===== config.mk =====
export PLATFORM = sky130hd
export DESIGN_NAME = wspf_top
export DESIGN_NICKNAME = d
export VERILOG_FILES = /design/src/hdl/wspf_pkg.sv /design/src/hdl/wspf_gate.sv /design/src/hdl/wspf_sync.sv /design/src/hdl/wspf_top.sv
export SDC_FILE = /design/constraint.sdc
export NUM_CORES = 1
export LEC_CHECK = 0
export ABC_AREA = 0
export BUFFER_PORTS_ARGS = -buffer_cell sky130_fd_sc_hd__buf_2
export CAP_MARGIN = 20
export CORE_UTILIZATION = 51
export DETAILED_ROUTE_END_ITERATION = 10
export PLACE_DENSITY = 0.83
export RECOVER_POWER = 100
export SETUP_SLACK_MARGIN = 0.1
export SKIP_CTS_REPAIR_TIMING = 1
export SLEW_MARGIN = 20
export SYNTH_ARGS = -nofsm -noshare
export SYNTH_HDL_FRONTEND = slang
export SYNTH_SLANG_ARGS = --single-unit
export TNS_END_PERCENT = 50

===== constraint.sdc =====
create_clock -name clk -period 2 [get_ports clk]
set_input_delay 0.2 -clock clk [delete_from_list [all_inputs] [get_ports clk]]
set_output_delay 0.2 -clock clk [all_outputs]
set_load 0.005 [all_outputs]

===== src/hdl/wspf_pkg.sv =====
// How it works
// while the board is idle the wait counter loads the four switch bits, bit 0 lsb
// once the board is selected the counter counts one per bus clock edge
// terminal carry is asserted when the counter value reaches 15
// terminal carry is captured in a flip-flop that reloads the switch value
// bus ready equals terminal carry and board selected
// delay is whole bus clocks, set by the preload value
// with supply good the eight block selects pass unchanged to the chip selects
// power-good low only when battery unused and supply above threshold both high
// chip selects rest high unless their block select is low
// power-good inactive forces all eight chip selects high
// supply-level input low means supply below about 4.75 V, power-good goes inactive
// board-deselect control bit set to one forces board selected inactive
// bus master holds the cycle with wait states until bus ready
package wspf_pkg;
    // ==========================================================
    // widths and constants
    localparam int         WSPF_CNT_W      = 4;
    localparam int         WSPF_BLOCKS     = 8;
    localparam logic [3:0] WSPF_CNT_TERM   = 4'hF;
    localparam logic [3:0] WSPF_CNT_STEP   = 4'h1;
    localparam logic [3:0] WSPF_CNT_RESET  = 4'h0;
    localparam logic [7:0] WSPF_CS_IDLE    = 8'hFF;
    localparam logic [2:0] WSPF_SYNC_RESET = 3'h0;

    // ==========================================================
    // carriers
    typedef struct packed {
        logic battery_unused;
        logic supply_level_ok;
    } wspf_status_t;

    typedef enum logic [2:0] {
        WSPF_IDLE  = 3'h1,
        WSPF_COUNT = 3'h2,
        WSPF_DONE  = 3'h4
    } wspf_state_t;
endpackage : wspf_pkg


===== src/hdl/wspf_gate.sv =====
`timescale 1ns/100ps
// power-good decision and chip-select gating, registered
module wspf_gate
    import wspf_pkg::*;
(
    input  wire logic         clk,
    input  wire logic         reset,
    input  wspf_pkg::wspf_status_t status,
    input  wire logic [7:0]   block_select_n,
    output logic              supply_ok_n,
    output logic [7:0]        chip_select_n
);
    import wspf_pkg::*;

    // both status inputs high means supply good; reset holds it failed
    always_ff @(posedge clk or posedge reset) begin
        if (reset) begin
            supply_ok_n <= 1'h1;
        end else begin
            supply_ok_n <= ~(status.battery_unused & status.supply_level_ok);
        end
    end

    // gate uses the same decision so selects never pass a failed cycle late
    always_ff @(posedge clk or posedge reset) begin
        if (reset) begin
            chip_select_n <= WSPF_CS_IDLE;
        end else if (status.battery_unused & status.supply_level_ok) begin
            chip_select_n <= block_select_n;
        end else begin
            chip_select_n <= WSPF_CS_IDLE;
        end
    end
endmodule : wspf_gate


===== src/hdl/wspf_sync.sv =====
`timescale 1ns/100ps
// three-stage synchroniser; output changes only when stages two and three agree
module wspf_sync
    import wspf_pkg::*;
(
    input  wire logic clk,
    input  wire logic reset,
    input  wire logic din,
    output logic      dout
);
    import wspf_pkg::*;

    logic [2:0] stage;

    always_ff @(posedge clk or posedge reset) begin
        if (reset) begin
            stage <= WSPF_SYNC_RESET;
        end else begin
            stage <= {stage[1:0], din};
        end
    end

    always_ff @(posedge clk or posedge reset) begin
        if (reset) begin
            dout <= 1'h0;
        end else if (stage[1] == stage[2]) begin
            dout <= stage[2];
        end
    end
endmodule : wspf_sync


===== src/hdl/wspf_top.sv =====
`timescale 1ns/100ps
// wait-state generator plus power-fail chip-select gate
module wspf_top
    import wspf_pkg::*;
(
    input  wire logic       clk,
    input  wire logic       reset,
    input  wire logic       bus_clock_inverted,
    input  wire logic       board_access,
    input  wire logic       board_deselect,
    input  wire logic [3:0] wait_count_switches,
    input  wire logic       battery_unused,
    input  wire logic       supply_level_ok,
    input  wire logic [7:0] block_select_n,
    output logic            bus_ready,
    output logic            board_selected,
    output logic            terminal_carry,
    output logic [3:0]      wait_count,
    output logic            supply_ok_n,
    output logic [7:0]      chip_select_n
);
    import wspf_pkg::*;

    // ==========================================================
    // input synchronisers
    logic         bclk_s;
    logic         access_s;
    logic         batt_s;
    logic         level_s;
    logic [3:0]   sw_s;
    logic         bclk_d;
    logic         bclk_edge;
    logic         sel;
    logic         rco_hold;
    logic         next_rco;
    logic [3:0]   next_cnt;
    wspf_state_t  state;
    wspf_status_t status;

    function automatic logic is_term(input logic [3:0] v);
        return v == WSPF_CNT_TERM;
    endfunction : is_term

    wspf_sync u_sync_bclk (.clk(clk), .reset(reset), .din(bus_clock_inverted), .dout(bclk_s));
    wspf_sync u_sync_acc  (.clk(clk), .reset(reset), .din(board_access),       .dout(access_s));
    wspf_sync u_sync_batt (.clk(clk), .reset(reset), .din(battery_unused),     .dout(batt_s));
    wspf_sync u_sync_lvl  (.clk(clk), .reset(reset), .din(supply_level_ok),    .dout(level_s));

    genvar gi;
    generate
        for (gi = 0; gi < WSPF_CNT_W; gi++) begin : g_sw
            wspf_sync u_sync_sw (.clk(clk), .reset(reset), .din(wait_count_switches[gi]), .dout(sw_s[gi]));
        end
    endgenerate

    // ==========================================================
    // board select and bus clock edge
    // deselect bit is a same-clock control input, used unsynchronised
    assign sel = access_s & ~board_deselect;

    always_ff @(posedge clk or posedge reset) begin
        if (reset) begin
            bclk_d <= 1'h0;
        end else begin
            bclk_d <= bclk_s;
        end
    end

    // only a leading edge of the inverted bus clock advances the count
    assign bclk_edge = bclk_s & ~bclk_d;

    always_ff @(posedge clk or posedge reset) begin
        if (reset) begin
            board_selected <= 1'h0;
        end else begin
            board_selected <= sel;
        end
    end

    // ==========================================================
    // wait counter
    // the carry is held one clk and then reloads the switches; a preload of 15
    // therefore answers at once, and the wait never runs past 16 bus clocks
    always_comb begin
        next_cnt = wait_count;
        next_rco = rco_hold;
        if (!sel || rco_hold) begin
            next_cnt = sw_s;
            next_rco = 1'h0;
        end else if (bclk_edge) begin
            if (is_term(wait_count)) begin
                next_rco = 1'h1;
            end else begin
                next_cnt = wait_count + WSPF_CNT_STEP;
            end
        end
    end

    always_ff @(posedge clk or posedge reset) begin
        if (reset) begin
            wait_count <= WSPF_CNT_RESET;
        end else begin
            wait_count <= next_cnt;
        end
    end

    always_ff @(posedge clk or posedge reset) begin
        if (reset) begin
            rco_hold <= 1'h0;
        end else begin
            rco_hold <= next_rco;
        end
    end

    always_ff @(posedge clk or posedge reset) begin
        if (reset) begin
            terminal_carry <= 1'h0;
        end else begin
            terminal_carry <= sel & is_term(next_cnt);
        end
    end

    // ready held until the carry reloads the switches after the next bus clock edge (a preload of 15 keeps it), or the access ends (master waits for it)
    always_ff @(posedge clk or posedge reset) begin
        if (reset) begin
            bus_ready <= 1'h0;
        end else begin
            bus_ready <= sel & is_term(next_cnt);
        end
    end

    // ==========================================================
    // access sequencing, for observation
    always_ff @(posedge clk or posedge reset) begin
        if (reset) begin
            state <= WSPF_IDLE;
        end else begin
            // done tracks ready exactly, also for a preload of 15 and after a reload
            case (state)
                WSPF_IDLE: begin
                    if (sel && is_term(next_cnt)) begin
                        state <= WSPF_DONE;
                    end else if (sel) begin
                        state <= WSPF_COUNT;
                    end
                end
                WSPF_COUNT: begin
                    if (!sel) begin
                        state <= WSPF_IDLE;
                    end else if (is_term(next_cnt)) begin
                        state <= WSPF_DONE;
                    end
                end
                WSPF_DONE: begin
                    if (!sel) begin
                        state <= WSPF_IDLE;
                    end else if (!is_term(next_cnt)) begin
                        state <= WSPF_COUNT;
                    end
                end
                default: begin
                    state <= WSPF_IDLE;
                end
            endcase
        end
    end

    // ==========================================================
    // power-fail gate
    assign status.battery_unused  = batt_s;
    assign status.supply_level_ok = level_s;

    wspf_gate u_gate (
        .clk            (clk),
        .reset          (reset),
        .status         (status),
        .block_select_n (block_select_n),
        .supply_ok_n    (supply_ok_n),
        .chip_select_n  (chip_select_n)
    );
endmodule : wspf_top

==> results by group, run 1 <==
Synthesis
  – Mapped Area: approximately 1600 sq um
  – Synth top area cells: dfrtp_1 63%, dfstp_2 15%, maj3_1 5.0%
  – Mux contribution to synthesized area: 0%
  – Sequential share of the synthesized area: 77.9%
  – Yosys warnings: 0
  – Cells after synthesis: slightly below 100
  – Synth top area share: 63.0%
  – Biggest area consumer among synthesized cells: dfrtp_1
  – Compound-Gate Fraction of Synth Area: approximately 5.5%
  – Syn_area_per_cell: between 15 and 20 sq um
  – Synth Area in XOR/XNOR: 0%
  – Simple-gate share of the synthesized area: roughly 10%
  – Largest family of logic cells by synthesized area: simple AND/OR/NAND/NOR gates
  – Mapped Nets: 118
  – Post-synthesis adder-cell area fraction: 5.83%
  – Cell variety after synth: 25
  – Yosys reg bits: 49

Global route
  – Vias in the first global route: around 1000
  – Grt total ovfl: 0
  – Tot GR Track Use: between 10% and 20%
  – Largest net degree at the start of global routing: 28
  – First-pass GRT wire length: around 4200 microns
  – Antenna violations before repair: 0

Timing
  – Worst slew margin: between 30% and 40%
  – Clk_skew: between 0.008 and 0.009 ns
  – RSZ-0062 raised after global routing: false
  – Highest clock rate: around 600 MHz
  – Final Cycle Share: about 84%
  – Min cycle time layout: around 1.7 ns
  – Hold slack: between 0.03 and 0.04 ns
  – Max Slew Vio Count: 0
  – # setup viols final: 0
  – Endpoints failing hold: 0
  – Sum Neg Setup Slack: 0 ns
  – Worst slew pin tran: between 0.9 and 1 ns

Worst setup path
  – Slowest-stage cell, CP: dfrtp_1
  – Crit path depth: 4
  – Crit-path max FO: 6
  – R2R setup slack: ~0.33 ns
  – Setup CP Type: reg2reg
  – Worst r2r path cells: 4
  – Critical path buffers and inverters: 0
  – Critical Path RT: approximately 2.3 ns
  – Critical path's largest stage delay: between 0.4 and 0.5 ns
  – CP endpoint kind: flop
  – Crit path to: bus_ready$_DFF_PP0_
  – Arrival time at the worst endpoint: between 1.5 and 2 ns
  – Reg2reg start: wait_count[0]$_DFF_PP0_
  – Crit-path cells: ha_1 > and4b_1 > o31ai_1 > and4_1
  – R2R Path End: bus_ready$_DFF_PP0_
  – Critical path launch point type: flop
  – CP top delay family: simple AND/OR/NAND/NOR gates
  – Crit. Startpoint: wait_count[0]$_DFF_PP0_

CTS
  – Clock latency on the worst-skew pair: about 0.34 ns
  – CTS tree: yes
  – Clock H-tree levels: 2
  – CTS Buffer Depth: 2
  – Total CTS buffers: 5
  – CTS Sinks: between 40 and 50
  – CTS root buf: clkbuf_4
  – Clock Pin Slew Worst Setup and Hold Paths: 0.13 ns

Run status
  – Status: finished with violations
  – Failing checks: DRC

Floorplan
  – Core Rows: 19
  – Die height: between 50 and 60 microns
  – Die width: around 58 microns
  – Starting density of the core: a little under three fifths
  – I/O pins: 35
  – Die area: 3340 sq um
  – Core box area: between 2000 and 3000 sq um

Route
  – ANT nets after route: 0
  – Vias: between 900 and 1000
  – DR iter-0 viols: 21
  – # DRC: 1
  – Routed len/inst: between 10 and 15 microns
  – DR pass1 iterations: 7
  – Via density: between 5 and 6
  – DRT Wirelength: 2600 microns

Layout
  – Layout area overhead: 20.7%
  – Proportion of layout cells with a drive suffix above 1: ~35%
  – FILL cells: 214
  – # diodes: 0
  – Final #Nets: ~170
  – Seq. cell area: about 1200 sq um
  – Area of the multi-input gates: around 320 sq um

Placed design
  – PortBufs: 34
  – RD Place Congestion: about 0.78
  – DP HPWL: around 1800 microns

Hold path
  – Worst Hold Class: in2reg

Power and ir drop
  – PD cells: just under 900 nW/um^2
  – Lkg Pwr: roughly 0.00086 uW
  – VDD IR max: between 0.0005 and 0.0006 V

Flow run
  – Max-Cap Viols: 0
## worst min-delay path by stage
stage               cells after the start  slack [ns]                              endpoint                    from
global route                            2        0.02     u_gate.chip_select_n[1]$_DFF_PP1_       block_select_n[1]
floorplan                               0        0.23  g_sw[0].u_sync_sw.stage[0]$_DFF_PP0_  wait_count_switches[0]
global placement                        2        0.26         u_sync_acc.stage[0]$_DFF_PP0_                   reset
detailed placement                      2        0.27         u_sync_acc.stage[0]$_DFF_PP0_                   reset
CTS                                     2       -0.12               wait_count[0]$_DFF_PP0_                   reset
finish                                  2        0.03     u_gate.chip_select_n[7]$_DFF_PP1_       block_select_n[7]
## kinds of logic (layout without fill, tap and decap cells)
| kind of cell | count (synthesis) | in the layout |
|---|---|---|
| DFF | 49 | 49 |
| and+or+nand+nor | 26 | 26 |
| AOI/OAI and AO/OA | 12 | 12 |
| adders and majority gates | 9 | 9 |
| buffers and inverters | 2 | 54 |
## area by class of cell
type	count	area share, %
flip-flops and latches	49	64.5
multi-input cells	47	16.9
repair buffers	45	13.6
clock buffers	7	2.35
well taps	31	2.02
clock inverters	1	0.391
inverters	1	0.196
## sequential cells by signal, summed over array words and instances, names as in the netlist
signal / flops
u_sync_bclk.dout: 1
u_gate.supply_ok_n: 1
u_sync_lvl.dout: 1
g_sw.u_sync_sw.stage: 12
wait_count: 4
u_sync_bclk.stage: 3
bus_ready: 1
bclk_d: 1
u_sync_batt.dout: 1
rco_hold: 1
u_gate.chip_select_n: 8
u_sync_lvl.stage: 3
u_sync_acc.stage: 3
g_sw.u_sync_sw.dout: 4
board_selected: 1
u_sync_batt.stage: 3
u_sync_acc.dout: 1
## through the flow
stage          power, uW  area [sq um]  utilization [%]  instances  setup WS (ns)
2_1_floorplan       1220          1590                -         98          0.473
3_3_place_gp        1280          1810             63.3        164          0.465
3_5_place_dp        1300          1810             63.3        164          0.368
4_1_cts             1720          1860             65.1        172          0.348
5_1_grt             1790          1920             67.2        181          0.255
6_report            1710          1920             67.2        181          0.326
## cell usage after synthesis, drive strengths merged
| library cell | number |
|---|---|
| dfrtp | 40 |
| dfstp | 9 |
| maj3 | 8 |
| or2 | 8 |
| nand2 | 5 |
| o21ai | 4 |
| a31oi | 3 |
| a21oi | 2 |
| nor2 | 2 |
| nor2b | 2 |
| a41oi | 1 |
| and3 | 1 |
| and4 | 1 |
| and4b | 1 |
| buf | 1 |
| ha | 1 |
| inv | 1 |
| nand2b | 1 |
| nand3 | 1 |
| nor3 | 1 |
| nor3b | 1 |
| o31ai | 1 |
| o41ai | 1 |
| or3 | 1 |
| or3b | 1 |
## where the power goes
part | internal [uW] | switching, uW | total [uW]
combinational | 84.1 | 89.4 | 173
sequential | 1070 | 44.6 | 1110
clock | 139 | 284 | 423
total | 1290 | 418 | 1710
## cell usage in the layout (no fill, tap or decap)
cell,count
a21oi_1,2
a41oi_1,1
and4b_1,1
or2_2,8
ha_1,1
nor2b_1,2
nor2_1,2
and4_1,1
clkbuf_1,9
clkinvlp_4,1
and3_1,1
buf_2,28
dfrtp_1,40
clkbuf_4,5
nand3_1,1
nor3b_2,1
o31ai_1,1
inv_1,1
or3b_1,1
nor3_1,1
nand2b_1,1
nand2_1,5
dfstp_2,9
or3_1,1
a31oi_1,3
maj3_1,8
o21ai_0,4
dlygate4sd3_1,9
o41ai_1,1
clkbuf_2,1
## worst register-to-register path: stages, from the launching register on
cell and delay (ns):
dfrtp_1 0.45, ha_1 0.27, and4b_1 0.23, o31ai_1 0.42
and4_1 0.25
## per-layer routing
metal / track usage [%] / part of all wire, % / vias to the layer above
met2: 28.4 / 54 / 40
li1: - / - / 438
met3: 4.91 / 5.1 / 11
met4: 10.5 / 3.1 / 0
met5: 0 / 0 / -
met1: 19.6 / 38 / 472
(Power assumes the default switching activity.)
==> run 2, diff against run 1 <==
--- a/config.mk
+++ b/config.mk
@@ -5,12 +5,12 @@
 export SDC_FILE = /design/constraint.sdc
 export NUM_CORES = 1
 export LEC_CHECK = 0
-export ABC_AREA = 0
+export ABC_AREA = 1
 export BUFFER_PORTS_ARGS = -buffer_cell sky130_fd_sc_hd__buf_2
 export CAP_MARGIN = 20
-export CORE_UTILIZATION = 51
+export CORE_UTILIZATION = 52
 export DETAILED_ROUTE_END_ITERATION = 10
-export PLACE_DENSITY = 0.83
+export PLACE_DENSITY = 0.84
 export RECOVER_POWER = 100
 export SETUP_SLACK_MARGIN = 0.1
 export SKIP_CTS_REPAIR_TIMING = 1
==> constraint.sdc (replaced) <==
create_clock -name clk -period 1.69 [get_ports clk]
set_input_delay 0.169 -clock clk [delete_from_list [all_inputs] [get_ports clk]]
set_output_delay 0.169 -clock clk [all_outputs]
set_load 0.005 [all_outputs]
==> results by group, run 2 <==
Placed design
  – PortBufs: 34
  – DP HPWL: approximately 1800 microns
  – RD Place Congestion: roughly 0.9

Worst setup path
  – R2R Path End: bus_ready$_DFF_PP0_
  – Critical path buffers and inverters: 0
  – Setup CP Type: reg2reg
  – Critical path's largest stage delay: about 0.46 ns
  – Critical Path RT: ~2 ns
  – Crit-path max FO: 5
  – Arrival time at the worst endpoint: between 1.5 and 2 ns
  – CP top delay family: simple AND/OR/NAND/NOR gates
  – Crit path top cell by count: nand2_1
  – Reg2reg start: wait_count[0]$_DFF_PP0_
  – CP endpoint kind: flop
  – Critical path launch point type: flop
  – Slowest-stage cell, CP: dfrtp_1
  – Worst r2r path cells: 8
  – Crit-path cells: ha_1 > nand3_1 > nand2_1 > nand2_1 > nand3_1 > nand2_1 > nand3_2 > nor2_1
  – R2R setup slack: approximately 0.25 ns

Run status
  – Status: finished clean

Global route
  – First-pass GRT wire length: 4310 microns
  – Largest net degree at the start of global routing: 27
  – Grt total ovfl: 0
  – Antenna violations before repair: 0
  – Tot GR Track Use: 17.9%
  – Vias in the first global route: 1000

CTS
  – Clock latency on the worst-skew pair: roughly 0.36 ns
  – CTS tree: yes
  – Clock Pin Slew Worst Setup and Hold Paths: between 0.1 and 0.15 ns
  – Total CTS buffers: 5
  – CTS Buffer Depth: 2
  – CTS root buf: clkbuf_4
  – Clock H-tree levels: 2
  – CTS Sinks: between 40 and 50

Timing
  – Sum Neg Setup Slack: 0 ns
  – Endpoints failing hold: 0
  – Highest clock rate: just under 700 MHz
  – Final Cycle Share: between 80% and 90%
  – Clk_skew: around 0.020 ns
  – RSZ-0062 raised after global routing: false
  – Max Slew Vio Count: 0
  – Hold slack: 0.00332 ns
  – Worst slew pin tran: slightly below 0.9 ns
  – Min cycle time layout: between 1 and 1.5 ns
  – Worst slew margin: approximately two fifths
  – # setup viols final: 0

Synthesis
  – Most common cell in the netlist: dfrtp_1
  – Most used DFF post-synth: dfrtp_1
  – Biggest area consumer among synthesized cells: dfrtp_1
  – Syn_area_per_cell: 14.1 sq um
  – Post-synth EDFFs: 0
  – Mapped Nets: 137
  – FFs w/ async S/R, synth: 100%
  – Yosys reg bits: approximately 50
  – Synth top area share: about three fifths
  – Mapped Area: between 1500 and 2000 sq um
  – Sequential share of the synthesized area: between 70 and 80%
  – Cell variety after synth: 19
  – Synth top area cells: dfrtp_1 61%, dfstp_2 14%, maj3_1 4.9%
  – Yosys warnings: 0
  – Cells after synthesis: 117
  – Commonest cells in the netlist: 40 x dfrtp_1, 15 x nand2_1, 9 x dfstp_2, 9 x inv_1

Layout
  – Max reg flops: 12
  – Reg with most FFs: g_sw.u_sync_sw.stage
  – Final #Nets: just under 200
  – Commonest non-fill, non-tap cells in the layout: 40 x dfrtp_1, 28 x buf_2, 18 x nand2_1
  – Proportion of layout cells with a drive suffix above 1: between 30 and 40%
  – # diodes: 0
  – Biggest regs: g_sw.u_sync_sw.stage x12, u_gate.chip_select_n x8
  – Commonest non-fill, non-tap cell in the layout: dfrtp_1
  – Layout area overhead: 26.1%

Route
  – Via density: between 4 and 5
  – DR iter-0 viols: 18
  – Vias: 1035
  – DRT Wirelength: between 2000 and 3000 microns
  – # DRC: 0
  – ANT nets after route: 0
  – DR pass1 iterations: 4
  – Routed len/inst: roughly 13 microns

Floorplan
  – Core box area: between 3000 and 4000 sq um
  – Die width: between 50 and 60 microns
  – Die area: ~3400 sq um
  – Core Rows: 20
  – Die height: about 58 microns
  – I/O pins: 35
  – Starting density of the core: a little over half

Hold path
  – Worst hold endpoint: u_gate.chip_select_n[7]$_DFF_PP1_
  – Worst Hold Class: in2reg
  – Hold path depth: 2
  – Hold Crit Start: block_select_n[7]

Power and ir drop
  – VDD IR max: between 0.0007 and 0.0008 V
  – PD cells: 1020 nW/um^2
  – Lkg Pwr: slightly below 0.001 uW

Flow run
  – Max-Cap Viols: 0
run 2: changes by cell type after synthesis, sizes merged, moves of 2 or more:
| cell | change |
|---|---|
| nand3 | +8 |
| nand2 | +15 |
| a31oi | -3 |
| o21ai | -3 |
| nor2 | +2 |
| nor2b | -2 |
| inv | +11 |
run 2: stage by stage:
stage | cell area (sq um) | total power (uW) | worst slack (ns) | util, % | std cells
floorplan | 1650 | 1470 | 0.363 | - | 117
global placement | 1880 | 1550 | 0.466 | 62.2 | 196
detailed placement | 1880 | 1570 | 0.374 | 62.2 | 196
CTS | 1950 | 2110 | 0.343 | 64.3 | 204
global route | 2080 | 2210 | 0.119 | 68.7 | 220
finish | 2080 | 2120 | 0.246 | 68.7 | 220
run 2: how the worst max path moves through the flow:
stage,from,endpoint,slack [ns],cells after the start
global route,reset,wait_count[3]$_DFF_PP0_,0.12,4
detailed placement,wait_count[0]$_DFF_PP0_,bus_ready$_DFF_PP0_,0.37,8
CTS,wait_count[0]$_DFF_PP0_,bus_ready$_DFF_PP0_,0.34,8
finish,wait_count[0]$_DFF_PP0_,bus_ready$_DFF_PP0_,0.25,8
floorplan,reset,bclk_d$_DFF_PP0_,0.36,1
global placement,wait_count[0]$_DFF_PP0_,bus_ready$_DFF_PP0_,0.47,8
run 2: area by class of cell:
class,count,area [sq um]
inverter,12,45.0
fill,219,947
clock inverter,1,7.51
multi-input combinational,55,345
sequential,49,1240
tap,44,55.1
clock buffer,7,55.1
timing repair buffer,52,335
run 2: per-layer routing:
metal  share of wire (%)  GRT usage [%]  up-vias  wire (microns)
li1                    -              -      484               -
met1                  41           19.9      496            1150
met2                  51           29.9       46            1440
met3                 5.8           7.91        9             162
met4                 1.9           7.82        0              54
met5                   0              0        -               0
run 2: cell families (layout without fill, tap and decap cells):
family / count (synthesis) / after routing / share of synthesized area, %
flip-flops: 49 / 49 / 75.0
AND/OR/NAND/NOR: 43 / 43 / 15.3
AO/OA/AOI/OAI: 3 / 3 / 0.910
buffers and inverters: 13 / 72 / 3.18
adder cells (fa/ha/maj): 9 / 9 / 5.61
run 2: worst reg2reg max path: cells and delay by family (launching register included):
| kind | cells | cell delay, ns |
|---|---|---|
| adders and majority gates | 1 | 0.26 |
| DFF | 1 | 0.46 |
| and+or+nand+nor | 7 | 0.68 |
run 2: report_power, final:
part | internal [uW] | total [uW] | switching (uW)
Clock | 204 | 551 | 347
Combinational | 118 | 246 | 127
Sequential | 1260 | 1320 | 55.2
Total | 1590 | 2120 | 529
